`src/dtm_pkg.sv`:
```
// package: register map, field layouts and constants of the dual timer and capture timer
package dtm_pkg;
  localparam int ADDR_W = 8;
  localparam int DATA_W = 32;
  localparam logic [7:0] ADDR_CTRL = 8'h00;
  localparam logic [7:0] ADDR_CNT_A = 8'h04;
  localparam logic [7:0] ADDR_CNT_B = 8'h08;
  localparam logic [7:0] ADDR_TM3_CTRL = 8'h0C;
  localparam logic [7:0] ADDR_TM3_CNT = 8'h10;
  localparam logic [7:0] ADDR_CAPTURE = 8'h14;
  localparam logic [7:0] ADDR_STATUS = 8'h18;
  localparam logic [7:0] ADDR_MASK = 8'h1C;

  // timer control word: general timer a in bits 5:0, timer b in bits 13:8
  localparam int CFG_W = 6;
  localparam int CFG_A_LSB = 0;
  localparam int CFG_B_LSB = 8;
  localparam int TM3_CFG_W = 7;
  localparam int CNT_W = 16;

  localparam logic [1:0] MODE_PRESCALED = 2'h0;
  localparam logic [1:0] MODE_16BIT = 2'h1;
  localparam logic [1:0] MODE_RELOAD8 = 2'h2;

  typedef struct packed {
    logic timebase_select;
    logic run_control;
    logic gate_qualify;
    logic source_select;
    logic [1:0] mode;
  } dtm_gt_cfg_t;

  typedef struct packed {
    logic timebase_select;
    logic down_count_enable;
    logic capture_auto_clear;
    logic ext_trigger_enable;
    logic capture_reload_select;
    logic source_select;
    logic third_timer_run;
  } dtm_tm3_cfg_t;

  typedef struct packed {
    logic [7:0] count_high_byte;
    logic [7:0] count_low_byte;
  } dtm_cnt_t;

  typedef struct packed {
    logic ovf;
    dtm_cnt_t cnt;
  } dtm_step_t;

  localparam int LOW5_MSB = 4;
  localparam logic [4:0] LOW5_MAX = 5'h1F;
  localparam logic [7:0] BYTE_MAX = 8'hFF;
  localparam logic [15:0] WORD_MAX = 16'hFFFF;

  // status / mask bit positions
  localparam int STATUS_W = 4;
  localparam int ST_OVF_A = 0;
  localparam int ST_OVF_B = 1;
  localparam int ST_OVF_3 = 2;
  localparam int ST_TRIG = 3;

  // time base: one mod-12 counter gives both the /12 and the /4 tick
  localparam logic [3:0] DIV_LAST = 4'hB;
  localparam logic [1:0] DIV4_LAST = 2'h3;

  localparam int NPINS = 6;
  localparam int PIN_CNT_A = 0;
  localparam int PIN_CNT_B = 1;
  localparam int PIN_IRQ_A = 2;
  localparam int PIN_IRQ_B = 3;
  localparam int PIN_TM3_CNT = 4;
  localparam int PIN_TRIG = 5;
endpackage : dtm_pkg

```
`src/dtm_pin_sync.sv`:
```
// module: two-flop synchronisers and falling-edge detect for the timer pins
`timescale 1ns/10ps
`default_nettype none
module dtm_pin_sync (
  input wire logic pclk,
  input wire logic presetn,
  input wire logic [dtm_pkg::NPINS-1:0] pin_in,
  output logic [dtm_pkg::NPINS-1:0] level,
  output logic [dtm_pkg::NPINS-1:0] fall
);
  logic [dtm_pkg::NPINS-1:0] meta_reg;
  logic [dtm_pkg::NPINS-1:0] sync_reg;
  logic [dtm_pkg::NPINS-1:0] prev_reg;

  // meta_reg feeds sync_reg only; edges come from the two settled stages
  always_ff @(posedge pclk or negedge presetn) begin
    if (!presetn) begin
      meta_reg <= '0;
      sync_reg <= '0;
      prev_reg <= '0;
    end else begin
      meta_reg <= pin_in;
      sync_reg <= meta_reg;
      prev_reg <= sync_reg;
    end
  end

  assign level = sync_reg;
  assign fall = prev_reg & ~sync_reg;
endmodule : dtm_pin_sync
`default_nettype wire

```
`src/dtm_top.sv`:
```
// module: two general timers and a capture/reload timer behind an apb slave
//
// Local design decisions: the address map and the APB interface to the registers.
`timescale 1ns/10ps
`default_nettype none
module dtm_top (
  input wire logic pclk,
  input wire logic presetn,
  input wire logic psel,
  input wire logic penable,
  input wire logic pwrite,
  input wire logic [dtm_pkg::ADDR_W-1:0] paddr,
  input wire logic [dtm_pkg::DATA_W-1:0] pwdata,
  output logic [dtm_pkg::DATA_W-1:0] prdata,
  output logic pready,
  output logic pslverr,
  input wire logic count_input_pin_a,
  input wire logic count_input_pin_b,
  input wire logic ext_irq_pin_a,
  input wire logic ext_irq_pin_b,
  input wire logic third_timer_count_pin,
  input wire logic ext_trigger_pin,
  output logic irq
);
  ////////////////////////////////////////////////////////////////////////////
  logic [dtm_pkg::NPINS-1:0] pin_lvl;
  logic [dtm_pkg::NPINS-1:0] pin_fall;

  dtm_pin_sync u_sync (
    .pclk(pclk),
    .presetn(presetn),
    .pin_in({ext_trigger_pin, third_timer_count_pin, ext_irq_pin_b, ext_irq_pin_a,
             count_input_pin_b, count_input_pin_a}),
    .level(pin_lvl),
    .fall(pin_fall)
  );

  ////////////////////////////////////////////////////////////////////////////
  function automatic logic gt_event(dtm_pkg::dtm_gt_cfg_t c, logic gate_lvl, logic fall,
                                    logic t12, logic t4);
    gt_event = c.run_control && (!c.gate_qualify || gate_lvl) &&
               (c.source_select ? fall : (c.timebase_select ? t4 : t12));
  endfunction : gt_event

  function automatic dtm_pkg::dtm_step_t gt_step(dtm_pkg::dtm_cnt_t c, logic [1:0] mode);
    dtm_pkg::dtm_step_t r;
    r.ovf = 1'b0;
    r.cnt = c;
    case (mode)
      dtm_pkg::MODE_PRESCALED: begin
        // bits 7:5 of the low byte are left as software wrote them
        if (c.count_low_byte[dtm_pkg::LOW5_MSB:0] == dtm_pkg::LOW5_MAX) begin
          r.cnt.count_low_byte[dtm_pkg::LOW5_MSB:0] = '0;
          r.cnt.count_high_byte = c.count_high_byte + 8'h01;
          r.ovf = (c.count_high_byte == dtm_pkg::BYTE_MAX);
        end else begin
          r.cnt.count_low_byte[dtm_pkg::LOW5_MSB:0] =
            c.count_low_byte[dtm_pkg::LOW5_MSB:0] + 5'h01;
        end
      end
      dtm_pkg::MODE_16BIT: begin
        r.cnt = c + 16'h0001;
        r.ovf = (c == dtm_pkg::WORD_MAX);
      end
      dtm_pkg::MODE_RELOAD8: begin
        if (c.count_low_byte == dtm_pkg::BYTE_MAX) begin
          r.cnt.count_low_byte = c.count_high_byte;
          r.ovf = 1'b1;
        end else begin
          r.cnt.count_low_byte = c.count_low_byte + 8'h01;
        end
      end
      default: begin
        // the fourth mode is not provided: the count holds
        r.cnt = c;
      end
    endcase
    return r;
  endfunction : gt_step

  ////////////////////////////////////////////////////////////////////////////
  // time base
  logic [3:0] div_reg;
  logic tick12;
  logic tick4;

  always_ff @(posedge pclk or negedge presetn) begin
    if (!presetn) begin
      div_reg <= '0;
    end else if (div_reg == dtm_pkg::DIV_LAST) begin
      div_reg <= '0;
    end else begin
      div_reg <= div_reg + 4'h1;
    end
  end

  assign tick12 = (div_reg == dtm_pkg::DIV_LAST);
  assign tick4 = (div_reg[1:0] == dtm_pkg::DIV4_LAST);

  ////////////////////////////////////////////////////////////////////////////
  // apb slave: zero wait states, answer prepared in the setup cycle
  logic pready_reg;
  logic pslverr_reg;
  logic [dtm_pkg::DATA_W-1:0] prdata_reg;
  logic [dtm_pkg::DATA_W-1:0] rdata_next;
  logic hit_next;
  logic wr;
  logic wr_ctrl, wr_cnt_a, wr_cnt_b, wr_tm3_ctrl, wr_tm3_cnt, wr_cap, wr_status, wr_mask;

  dtm_pkg::dtm_gt_cfg_t cfg_a_reg;
  dtm_pkg::dtm_gt_cfg_t cfg_b_reg;
  dtm_pkg::dtm_tm3_cfg_t tm3_cfg_reg;
  dtm_pkg::dtm_cnt_t cnt_a_reg;
  dtm_pkg::dtm_cnt_t cnt_b_reg;
  dtm_pkg::dtm_cnt_t cnt3_reg;
  dtm_pkg::dtm_cnt_t cap_reg;
  logic [dtm_pkg::STATUS_W-1:0] status_reg;
  logic [dtm_pkg::STATUS_W-1:0] status_next;
  logic [dtm_pkg::STATUS_W-1:0] mask_reg;
  logic irq_reg;

  always_comb begin
    rdata_next = '0;
    hit_next = 1'b1;
    case (paddr)
      dtm_pkg::ADDR_CTRL: begin
        rdata_next[dtm_pkg::CFG_A_LSB +: dtm_pkg::CFG_W] = cfg_a_reg;
        rdata_next[dtm_pkg::CFG_B_LSB +: dtm_pkg::CFG_W] = cfg_b_reg;
      end
      dtm_pkg::ADDR_CNT_A: rdata_next[dtm_pkg::CNT_W-1:0] = cnt_a_reg;
      dtm_pkg::ADDR_CNT_B: rdata_next[dtm_pkg::CNT_W-1:0] = cnt_b_reg;
      dtm_pkg::ADDR_TM3_CTRL: rdata_next[dtm_pkg::TM3_CFG_W-1:0] = tm3_cfg_reg;
      dtm_pkg::ADDR_TM3_CNT: rdata_next[dtm_pkg::CNT_W-1:0] = cnt3_reg;
      dtm_pkg::ADDR_CAPTURE: rdata_next[dtm_pkg::CNT_W-1:0] = cap_reg;
      dtm_pkg::ADDR_STATUS: rdata_next[dtm_pkg::STATUS_W-1:0] = status_reg;
      dtm_pkg::ADDR_MASK: rdata_next[dtm_pkg::STATUS_W-1:0] = mask_reg;
      default: hit_next = 1'b0;
    endcase
  end

  always_ff @(posedge pclk or negedge presetn) begin
    if (!presetn) begin
      pready_reg <= 1'b0;
      pslverr_reg <= 1'b0;
      prdata_reg <= '0;
    end else if (psel && !penable) begin
      pready_reg <= 1'b1;
      pslverr_reg <= !hit_next;
      prdata_reg <= pwrite ? '0 : rdata_next;
    end else begin
      pready_reg <= 1'b0;
      pslverr_reg <= 1'b0;
    end
  end

  assign pready = pready_reg;
  assign pslverr = pslverr_reg;
  assign prdata = prdata_reg;

  assign wr = psel && penable && pready_reg && pwrite && !pslverr_reg;
  assign wr_ctrl = wr && (paddr == dtm_pkg::ADDR_CTRL);
  assign wr_cnt_a = wr && (paddr == dtm_pkg::ADDR_CNT_A);
  assign wr_cnt_b = wr && (paddr == dtm_pkg::ADDR_CNT_B);
  assign wr_tm3_ctrl = wr && (paddr == dtm_pkg::ADDR_TM3_CTRL);
  assign wr_tm3_cnt = wr && (paddr == dtm_pkg::ADDR_TM3_CNT);
  assign wr_cap = wr && (paddr == dtm_pkg::ADDR_CAPTURE);
  assign wr_status = wr && (paddr == dtm_pkg::ADDR_STATUS);
  assign wr_mask = wr && (paddr == dtm_pkg::ADDR_MASK);

  // control state all clears on reset, so every timer starts stopped
  always_ff @(posedge pclk or negedge presetn) begin
    if (!presetn) begin
      cfg_a_reg <= '0;
      cfg_b_reg <= '0;
      tm3_cfg_reg <= '0;
      mask_reg <= '0;
    end else begin
      if (wr_ctrl) begin
        cfg_a_reg <= pwdata[dtm_pkg::CFG_A_LSB +: dtm_pkg::CFG_W];
        cfg_b_reg <= pwdata[dtm_pkg::CFG_B_LSB +: dtm_pkg::CFG_W];
      end
      if (wr_tm3_ctrl) begin
        tm3_cfg_reg <= pwdata[dtm_pkg::TM3_CFG_W-1:0];
      end
      if (wr_mask) begin
        mask_reg <= pwdata[dtm_pkg::STATUS_W-1:0];
      end
    end
  end

  ////////////////////////////////////////////////////////////////////////////
  // general timers; a software write to a count wins over a count event
  logic ev_a, ev_b;
  dtm_pkg::dtm_step_t step_a, step_b;

  assign ev_a = gt_event(cfg_a_reg, pin_lvl[dtm_pkg::PIN_IRQ_A], pin_fall[dtm_pkg::PIN_CNT_A],
                         tick12, tick4);
  assign ev_b = gt_event(cfg_b_reg, pin_lvl[dtm_pkg::PIN_IRQ_B], pin_fall[dtm_pkg::PIN_CNT_B],
                         tick12, tick4);
  assign step_a = gt_step(cnt_a_reg, cfg_a_reg.mode);
  assign step_b = gt_step(cnt_b_reg, cfg_b_reg.mode);

  always_ff @(posedge pclk or negedge presetn) begin
    if (!presetn) begin
      cnt_a_reg <= '0;
      cnt_b_reg <= '0;
    end else begin
      if (wr_cnt_a) begin
        cnt_a_reg <= pwdata[dtm_pkg::CNT_W-1:0];
      end else if (ev_a) begin
        cnt_a_reg <= step_a.cnt;
      end
      if (wr_cnt_b) begin
        cnt_b_reg <= pwdata[dtm_pkg::CNT_W-1:0];
      end else if (ev_b) begin
        cnt_b_reg <= step_b.cnt;
      end
    end
  end

  ////////////////////////////////////////////////////////////////////////////
  // third timer: capture or up-counting reload; down counting is not provided,
  // so with down_count_enable set in reload mode the count simply wraps
  logic ev3, trig3, ovf3, cap_ev, reload_ev;

  assign ev3 = tm3_cfg_reg.third_timer_run &&
               (tm3_cfg_reg.source_select ? pin_fall[dtm_pkg::PIN_TM3_CNT] :
                (tm3_cfg_reg.timebase_select ? tick4 : tick12));
  assign trig3 = tm3_cfg_reg.ext_trigger_enable && pin_fall[dtm_pkg::PIN_TRIG];
  assign ovf3 = ev3 && (cnt3_reg == dtm_pkg::WORD_MAX);
  assign cap_ev = trig3 && tm3_cfg_reg.capture_reload_select;
  assign reload_ev = !tm3_cfg_reg.capture_reload_select && !tm3_cfg_reg.down_count_enable &&
                     (ovf3 || trig3);

  always_ff @(posedge pclk or negedge presetn) begin
    if (!presetn) begin
      cnt3_reg <= '0;
    end else if (wr_tm3_cnt) begin
      cnt3_reg <= pwdata[dtm_pkg::CNT_W-1:0];
    end else if (cap_ev && tm3_cfg_reg.capture_auto_clear) begin
      cnt3_reg <= '0;
    end else if (reload_ev) begin
      cnt3_reg <= cap_reg;
    end else if (ev3) begin
      cnt3_reg <= cnt3_reg + 16'h0001;
    end
  end

  // a capture that lands on a software write keeps the captured value
  always_ff @(posedge pclk or negedge presetn) begin
    if (!presetn) begin
      cap_reg <= '0;
    end else if (cap_ev) begin
      cap_reg <= cnt3_reg;
    end else if (wr_cap) begin
      cap_reg <= pwdata[dtm_pkg::CNT_W-1:0];
    end
  end

  ////////////////////////////////////////////////////////////////////////////
  // sticky flags, write one to clear; a new event in the clearing cycle stays
  logic [dtm_pkg::STATUS_W-1:0] set_vec;
  logic [dtm_pkg::STATUS_W-1:0] clr_vec;

  always_comb begin
    set_vec = '0;
    set_vec[dtm_pkg::ST_OVF_A] = ev_a && step_a.ovf && !wr_cnt_a;
    set_vec[dtm_pkg::ST_OVF_B] = ev_b && step_b.ovf && !wr_cnt_b;
    set_vec[dtm_pkg::ST_OVF_3] = ovf3 && !wr_tm3_cnt;
    set_vec[dtm_pkg::ST_TRIG] = cap_ev || (trig3 && !tm3_cfg_reg.down_count_enable);
    clr_vec = wr_status ? pwdata[dtm_pkg::STATUS_W-1:0] : '0;
    status_next = (status_reg & ~clr_vec) | set_vec;
  end

  always_ff @(posedge pclk or negedge presetn) begin
    if (!presetn) begin
      status_reg <= '0;
      irq_reg <= 1'b0;
    end else begin
      status_reg <= status_next;
      irq_reg <= |(status_next & (wr_mask ? pwdata[dtm_pkg::STATUS_W-1:0] : mask_reg));
    end
  end

  assign irq = irq_reg;

  ////////////////////////////////////////////////////////////////////////////
  property p_tb12_period;
    @(posedge pclk) disable iff (!presetn) tick12 |-> ##12 tick12;
  endproperty
  a_tb12_period: assert property (p_tb12_period) else $error("divide-by-12 tick off");

  property p_gate_hold;
    @(posedge pclk) disable iff (!presetn)
      (!cfg_a_reg.run_control || (cfg_a_reg.gate_qualify && !pin_lvl[dtm_pkg::PIN_IRQ_A]))
      && !wr_cnt_a |=> $stable(cnt_a_reg);
  endproperty
  a_gate_hold: assert property (p_gate_hold) else $error("timer a counted while gated");

  property p_presc_carry;
    @(posedge pclk) disable iff (!presetn)
      ev_b && !wr_cnt_b && cfg_b_reg.mode == dtm_pkg::MODE_PRESCALED &&
      cnt_b_reg.count_low_byte[dtm_pkg::LOW5_MSB:0] == dtm_pkg::LOW5_MAX
      |=> cnt_b_reg.count_high_byte == $past(cnt_b_reg.count_high_byte) + 8'h01;
  endproperty
  a_presc_carry: assert property (p_presc_carry) else $error("prescaled carry lost");

  property p_wrap16;
    @(posedge pclk) disable iff (!presetn)
      ev_a && !wr_cnt_a && cfg_a_reg.mode == dtm_pkg::MODE_16BIT &&
      cnt_a_reg == dtm_pkg::WORD_MAX |=> cnt_a_reg == '0 && status_reg[dtm_pkg::ST_OVF_A];
  endproperty
  a_wrap16: assert property (p_wrap16) else $error("16-bit wrap not flagged");

  property p_reload8;
    @(posedge pclk) disable iff (!presetn)
      ev_a && !wr_cnt_a && cfg_a_reg.mode == dtm_pkg::MODE_RELOAD8 &&
      cnt_a_reg.count_low_byte == dtm_pkg::BYTE_MAX
      |=> cnt_a_reg.count_low_byte == $past(cnt_a_reg.count_high_byte) &&
          $stable(cnt_a_reg.count_high_byte);
  endproperty
  a_reload8: assert property (p_reload8) else $error("8-bit reload wrong");

  property p_run3_hold;
    @(posedge pclk) disable iff (!presetn)
      !tm3_cfg_reg.third_timer_run && !trig3 && !wr_tm3_cnt |=> $stable(cnt3_reg);
  endproperty
  a_run3_hold: assert property (p_run3_hold) else $error("third timer ran while stopped");

  property p_capture;
    @(posedge pclk) disable iff (!presetn)
      cap_ev |=> cap_reg == $past(cnt3_reg) && status_reg[dtm_pkg::ST_TRIG];
  endproperty
  a_capture: assert property (p_capture) else $error("capture missed");

  property p_auto_clear;
    @(posedge pclk) disable iff (!presetn)
      cap_ev && tm3_cfg_reg.capture_auto_clear && !wr_tm3_cnt |=> cnt3_reg == '0;
  endproperty
  a_auto_clear: assert property (p_auto_clear) else $error("count not cleared");

  property p_reload16;
    @(posedge pclk) disable iff (!presetn)
      reload_ev && !wr_tm3_cnt |=> cnt3_reg == $past(cap_reg);
  endproperty
  a_reload16: assert property (p_reload16) else $error("16-bit reload wrong");

  property p_irq_level;
    @(posedge pclk) disable iff (!presetn) irq == |(status_reg & mask_reg);
  endproperty
  a_irq_level: assert property (p_irq_level) else $error("irq disagrees with flags");
endmodule : dtm_top
`default_nettype wire

```
`config.mk`:
```
export PLATFORM = sky130hd
export DESIGN_NAME = dtm_top
export DESIGN_NICKNAME = d
export VERILOG_FILES = /design/src/dtm_pkg.sv /design/src/dtm_pin_sync.sv /design/src/dtm_top.sv
export SDC_FILE = /design/constraint.sdc
export NUM_CORES = 1
export LEC_CHECK = 0
export BUFFER_PORTS_ARGS = -buffer_cell sky130_fd_sc_hd__buf_2
export CAP_MARGIN = 10
export CORE_MARGIN = 1.5
export CORE_UTILIZATION = 25
export CTS_CLUSTER_DIAMETER = 150
export DETAILED_ROUTE_END_ITERATION = 8
export PLACE_DENSITY = 0.38
export SKIP_LAST_GASP = 1
export SLEW_MARGIN = 20
export SYNTH_ARGS = -nofsm -noshare
export SYNTH_HDL_FRONTEND = slang
export SYNTH_SLANG_ARGS = --single-unit
```
`constraint.sdc`:
```
create_clock -name pclk -period 2.35 [get_ports pclk]
set_input_delay 0.3525 -clock pclk [delete_from_list [all_inputs] [get_ports pclk]]
set_output_delay 0.3525 -clock pclk [all_outputs]
set_load 0.02 [all_outputs]
```
# == Word level (Yosys, flattened, before mapping) ==
# Cells that the tools add are included.
# totals
regBits,148
inputBits,51
out_inout_bits,35
word_cells,187
# classes
add_sub_neg,10
eq_ne,24
mux,45
n_bitwise,6
n_reduce_logical,65
# ops
cell,n
$mux W16,11
$add A16 B1 Y16 const B,3
$eq A16 B16 Y1 const B,3
$add A8 B1 Y8 const B,4
$eq A8 B5 Y1 const B,4
$eq A8 B8 Y1 const B,4
$pmux W4 S8,1
$pmux W8 S2,2
$logic_and A1 B1 Y1,30
$pmux W5 S3,2
$pmux W6 S5,1
$mux W9,2
$eq A8 B4 Y1 const B,2
$mux W8,2
$mux W4,3
$pmux W2 S6,1
$pmux W3 S2,2
$reduce_bool A3 Y1,4
$reduce_bool A4 Y1,3
$mux W1,11
$add A5 B1 Y5 const B,2
$eq A5 B5 Y1 const B,2
$logic_not A1 Y1,10
$mux W5,2
23 further kinds,39

# == Logic depth before layout (Yosys ltp) ==
# logic_depth
depth_word,11
mapped_depth,11
depth_no_buf,10

# == Modules after synthesis ==
# A second synthesis with hierarchy kept.
# hier_totals
hier_cells,936
area_unflattened_um2,8326.7
# modules_own_cells
module,n_inst,cells_each,area_each_um2,seq_area_each_um2
dtm_top,1,912,7793.7,2852.7
dtm_pin_sync,1,24,533.0,450.4

# == Worst setup path before layout ==
# No wires, ideal clock.
# synth_path
path_type,input -> register
startpoint,input paddr[1] (netlist name)
endpoint,register irq_reg (netlist: irq)
setup_ps,126
arrival_time_ps,2236
path_slack_ps,-12
stages,8
n_path_buf,2
path_cell_list,or4_4 or4_4 buf_6 nor2b_4 buf_6 a2111oi_1 a21o_1 a221o_1
# synth_via
elab_chain_len,8
elab_cells_between_ends,23
classes_between,eq/ne: 5; mux: 2; bitwise: 4; reduce/logical: 12
# synth_rtl
element,line_no,text
from (decl),dtm_top.sv:12,"input wire logic [dtm_pkg::ADDR_W-1:0] paddr,"
$eq A8 B5 Y1,dtm_top.sv:167,assign wr_status = wr && (paddr == dtm_pkg::ADDR_STATUS);
$logic_and A1 B1 Y1,dtm_top.sv:167,
$mux W4,dtm_top.sv:271,clr_vec = wr_status ? pwdata[dtm_pkg::STATUS_W-1:0] : '0;
$not A4 Y4,dtm_top.sv:272,status_next = (status_reg & ~clr_vec) | set_vec;
$and A4 B4 Y4,dtm_top.sv:272,
$or A4 B4 Y4 *,dtm_top.sv:272,
"via status_next, one bit",dtm_top.sv:118,logic [dtm_pkg::STATUS_W-1:0] status_next;
$and A4 B4 Y4 *,dtm_top.sv:281,irq_reg <= |(status_next & (wr_mask ? pwdata[dtm_pkg::STATUS_W-1:0] : mask_reg));
$reduce_or A4 Y1 *,dtm_top.sv:281,
to (signal assigned),dtm_top.sv:281,
to (decl),dtm_top.sv:120,logic irq_reg;
# The timed path passes the listed nets; every way through them passes the cells marked *.
# A chain may end at the register's enable or synchronous reset.

# == Worst setup path after layout ==
# layout_path
startpoint,register div_reg[0]
endpoint,register irq_reg (netlist: irq)
# layout_via
elab_chain_len,9
elab_cells_between_ends,20
classes_between,eq/ne: 2; mux: 6; bitwise: 2; reduce/logical: 10
# layout_rtl
element,line_no,text
from (decl),dtm_top.sv:83,logic [3:0] div_reg;
from (signal assigned),dtm_top.sv:93,div_reg <= div_reg + 4'h1;
$eq A4 B4 Y1 / $eq A2 B2 Y1 (equally long branches),"dtm_top.sv:97, dtm_top.sv:98",
"$mux W1, on equally long branches","dtm_top.sv:42, dtm_top.sv:228",
"$mux W1, on equally long branches","dtm_top.sv:42, dtm_top.sv:227",
"$logic_and A1 B1 Y1, on equally long branches","dtm_top.sv:41, dtm_top.sv:226",
"$logic_and A1 B1 Y1, on equally long branches","dtm_top.sv:267, dtm_top.sv:230, dtm_top.sv:268",
"$logic_and A1 B1 Y1, on equally long branches","dtm_top.sv:267, dtm_top.sv:268, dtm_top.sv:269",
$or A4 B4 Y4 *,dtm_top.sv:272,
$and A4 B4 Y4 *,dtm_top.sv:281,
$reduce_or A4 Y1 *,dtm_top.sv:281,
# Every way passes the cells marked *; elsewhere a longest branch is shown, timed or not.

==> flow_summary.toml <==
[layout]
drive_above_1_share = 0.231
nFillCells = 3441
final_core_util = 0.322
layout.nets = 1127
area_delta_synth_final_pct = 26.1
n_antenna_cell = 0

[global_routing]
gr-usage-all-layers = 0.202
antenna_found_initial = 1
grt_pass1_wl_um = 49000
globalRouteOverflowTotal = 0
grt_max_degree = 45
grt_pass1_vias = 7451

[route]
routedWlPerCell_um = 22.0
drc = 0
viasPerCell = 5.09
dr.pass1.iters = 6
final_antenna_net_count = 0
drtIter0Drc = 560
wirelength_um = 32500
vias = 7501

[floorplan]
start_util = 0.255
die_area_mm2 = 0.0335
core_mm2 = 0.0317
placementRows = 65
die_h_um = 183
die_w_um = 183
num_io_pins = 86

[yosys]
yosysWarnings = 0
yosysUniqueCellTypes = 73
ys_ff_latch = 130
synth_most_common_cell = "dfrtp_1"
synth_top_cell_by_area = "dfrtp_1"
syn_inst = 917
ys.flop_type = "dfrtp_1"
synth_commonest_cells = "130 x dfrtp_1, 91 x nand2_1, 87 x o21ai_0, 76 x nor2_1, 59 x a21oi_1"
synth_top_area_frac = 0.402
synth-seq-area-share = 0.402
syn_area_mm2 = 0.00810
synthArstFlopShare = 1.00
synth_edf_count = 0
synth.area.top_cells = "dfrtp_1 40%, mux2i_1 6.3%, o21ai_0 5.4%, nand2_1 4.2%, a21oi_1 3.6%"
syn_avg_cell_area_um2 = 8.83

[clock_network]
cts_buffers = 17
htreeDepth = 4
root_buffer = "clkbuf_16"
cts.clk_slew.worst_paths_ns = 0.06
cts.sinks = 130
cts_tree = "done"
clk_latency_ns = 0.45
cts_buffer_depth = 2

[sta]
slew_headroom = 0.611
timing.final.ws_setup_ns = 0.0604
period_share = 0.974
max_freq_ghz = 0.437
finalHoldViolCount = 0
final_max_slew_viol_count = 0
max_slew.worst_pin.slew_ns = 0.582
skew_ns = 0.0101
final-setup-viol-count = 0
setup-tns-final_ns = 0
layout_min_cycle_time_ns = 2.29

[critical_path]
reg2reg_depth = 8
cp-startpoint = "div_reg[0]"
cp_top_family = "compound AO/OA/AOI/OAI gates"
rrSetupSlack_ns = 0.06
r2r_start = "div_reg[0]"
reg2reg_to = "irq"
cp_slowest_stage_delay_ns = 0.38
cp.arrival_ns = 2.61
critical_path_buf_inv_count = 1
end_kind = "flip-flop"
critPathMaxFanout = 5
cp_data_required_time_ns = 2.68
crit_slowest_cell = "dfrtp_1"
start_kind = "flip-flop"
crit_chain = "ha_1 > nor2b_1 > o221a_2 > buf_4 > nand2_1 > a2bb2oi_1 > a2bb2o_1 > a221o_1"
crit_type = "reg2reg"

[worst_hold_path]
min_from = "count_input_pin_b"
hold_class = "in2reg"
timing.hold.worst_endpoint = "u_sync.meta_reg[1]"
whs_path_depth = 1

[power_and_ir_drop]
cellLeakagePower_nw = 4.68
cellPowerDensity_mw_per_mm2 = 533
worst_ir_drop_vdd_mv = 0.549

[job]
max_cap_viol_count = 0

[placed_design]
dpl.hpwl_um = 24600
place_congestion = 0.867
place_ws_ns = -0.324
portBuffers = 53

[run_status]
status = "complete, no violations"
[where the power goes]
part / switching, W / internal (W) / total [W]
clock: 0.00115 / 0.00157 / 0.00272
combinational: 0.000291 / 0.000145 / 0.000436
sequential: 0.0000209 / 0.00227 / 0.00229
[logic make-up after synthesis]
kind of cell / count (synthesis) / synth area share
adders and majority gates: 16 / 0.0247
other: 1 / 0.000463
AOI/OAI and AO/OA: 269 / 0.212
buffers and inverters: 97 / 0.0553
DFF: 130 / 0.402
and+or+nand+nor: 303 / 0.182
muxes: 75 / 0.0964
xor gates and xnor gates: 26 / 0.0281
[timing repair]
item | CTS | global route
endpoints found under the hold margin | 46 | 0
setup endpoints to repair | 0 | 17
gates resized for setup | 0 | 8
hold buffers | 6 | 0
setup buffers | 0 | 0
[routing by layer]
layer,track usage,vias to the layer above,share of wire
li1,-,3613,-
met1,0.285,3678,0.50
met2,0.309,175,0.44
met3,0.0347,35,0.039
met4,0.0692,0,0.023
met5,0,-,0
[through the flow]
step / std cells / power (W) / cell area [um^2] / hold WS [ns]
floorplan: 932 / 0.00253 / 8160 / 0.0569
global placement: 1437 / 0.00277 / 9550 / 0.337
detailed placement: 1437 / 0.00277 / 9550 / 0.336
CTS: 1475 / 0.00554 / 10200 / 0.0000982
global route: 1475 / 0.00565 / 10200 / 0.00863
finish: 1475 / 0.00545 / 10200 / 0.0211
[area by class of cell]
cell class / instances / area (um^2) / area share
timing repair buffer: 178 / 1290 / 0.126
inverter: 28 / 105 / 0.0103
tap: 402 / 503 / 0.0492
clock buffer: 18 / 429 / 0.0420
sequential: 130 / 3250 / 0.318
multi-input combinational: 705 / 4490 / 0.439
clock inverter: 14 / 155 / 0.0152
[worst max-delay path by stage]
| stage | endpoint | slack [ns] | depth (start not counted) |
|---|---|---|---|
| final | irq | 0.06 | 8 |
| after global routing | cnt3_reg[7] | -0.004 | 9 |
| after CTS | cnt3_reg[12] | 0.06 | 7 |
| after detailed placement | cnt_a_reg[11] | -0.32 | 10 |
| after global placement | cnt_a_reg[11] | -0.34 | 10 |
| after floorplan | irq | -0.01 | 8 |
[layout by cell type, fill, tap and decap left out, drive strengths merged, types with 6 or more instances in the layout]
cell / Yosys / final
buf: 30 / 172
dfrtp: 130 / 130
nand2: 91 / 91
o21ai: 90 / 90
nor2: 76 / 76
a21oi: 60 / 60
mux2i: 51 / 51
nand3: 33 / 33
inv: 28 / 32
mux2: 24 / 24
nor3: 22 / 22
nand4: 18 / 18
a22oi: 18 / 18
clkbuf: 39 / 18
xor2: 17 / 17
conb: 1 / 16
ha: 16 / 16
and3: 14 / 14
a31oi: 14 / 14
a22o: 14 / 14
nand2b: 9 / 9
xnor2: 9 / 9
a21o: 9 / 9
o211ai: 9 / 9
nor2b: 7 / 7
o22ai: 6 / 6
dlygate4sd3: 0 / 6
a211oi: 6 / 6
nor4: 6 / 6
clkinv: 0 / 6
(Power assumes the default switching activity.)
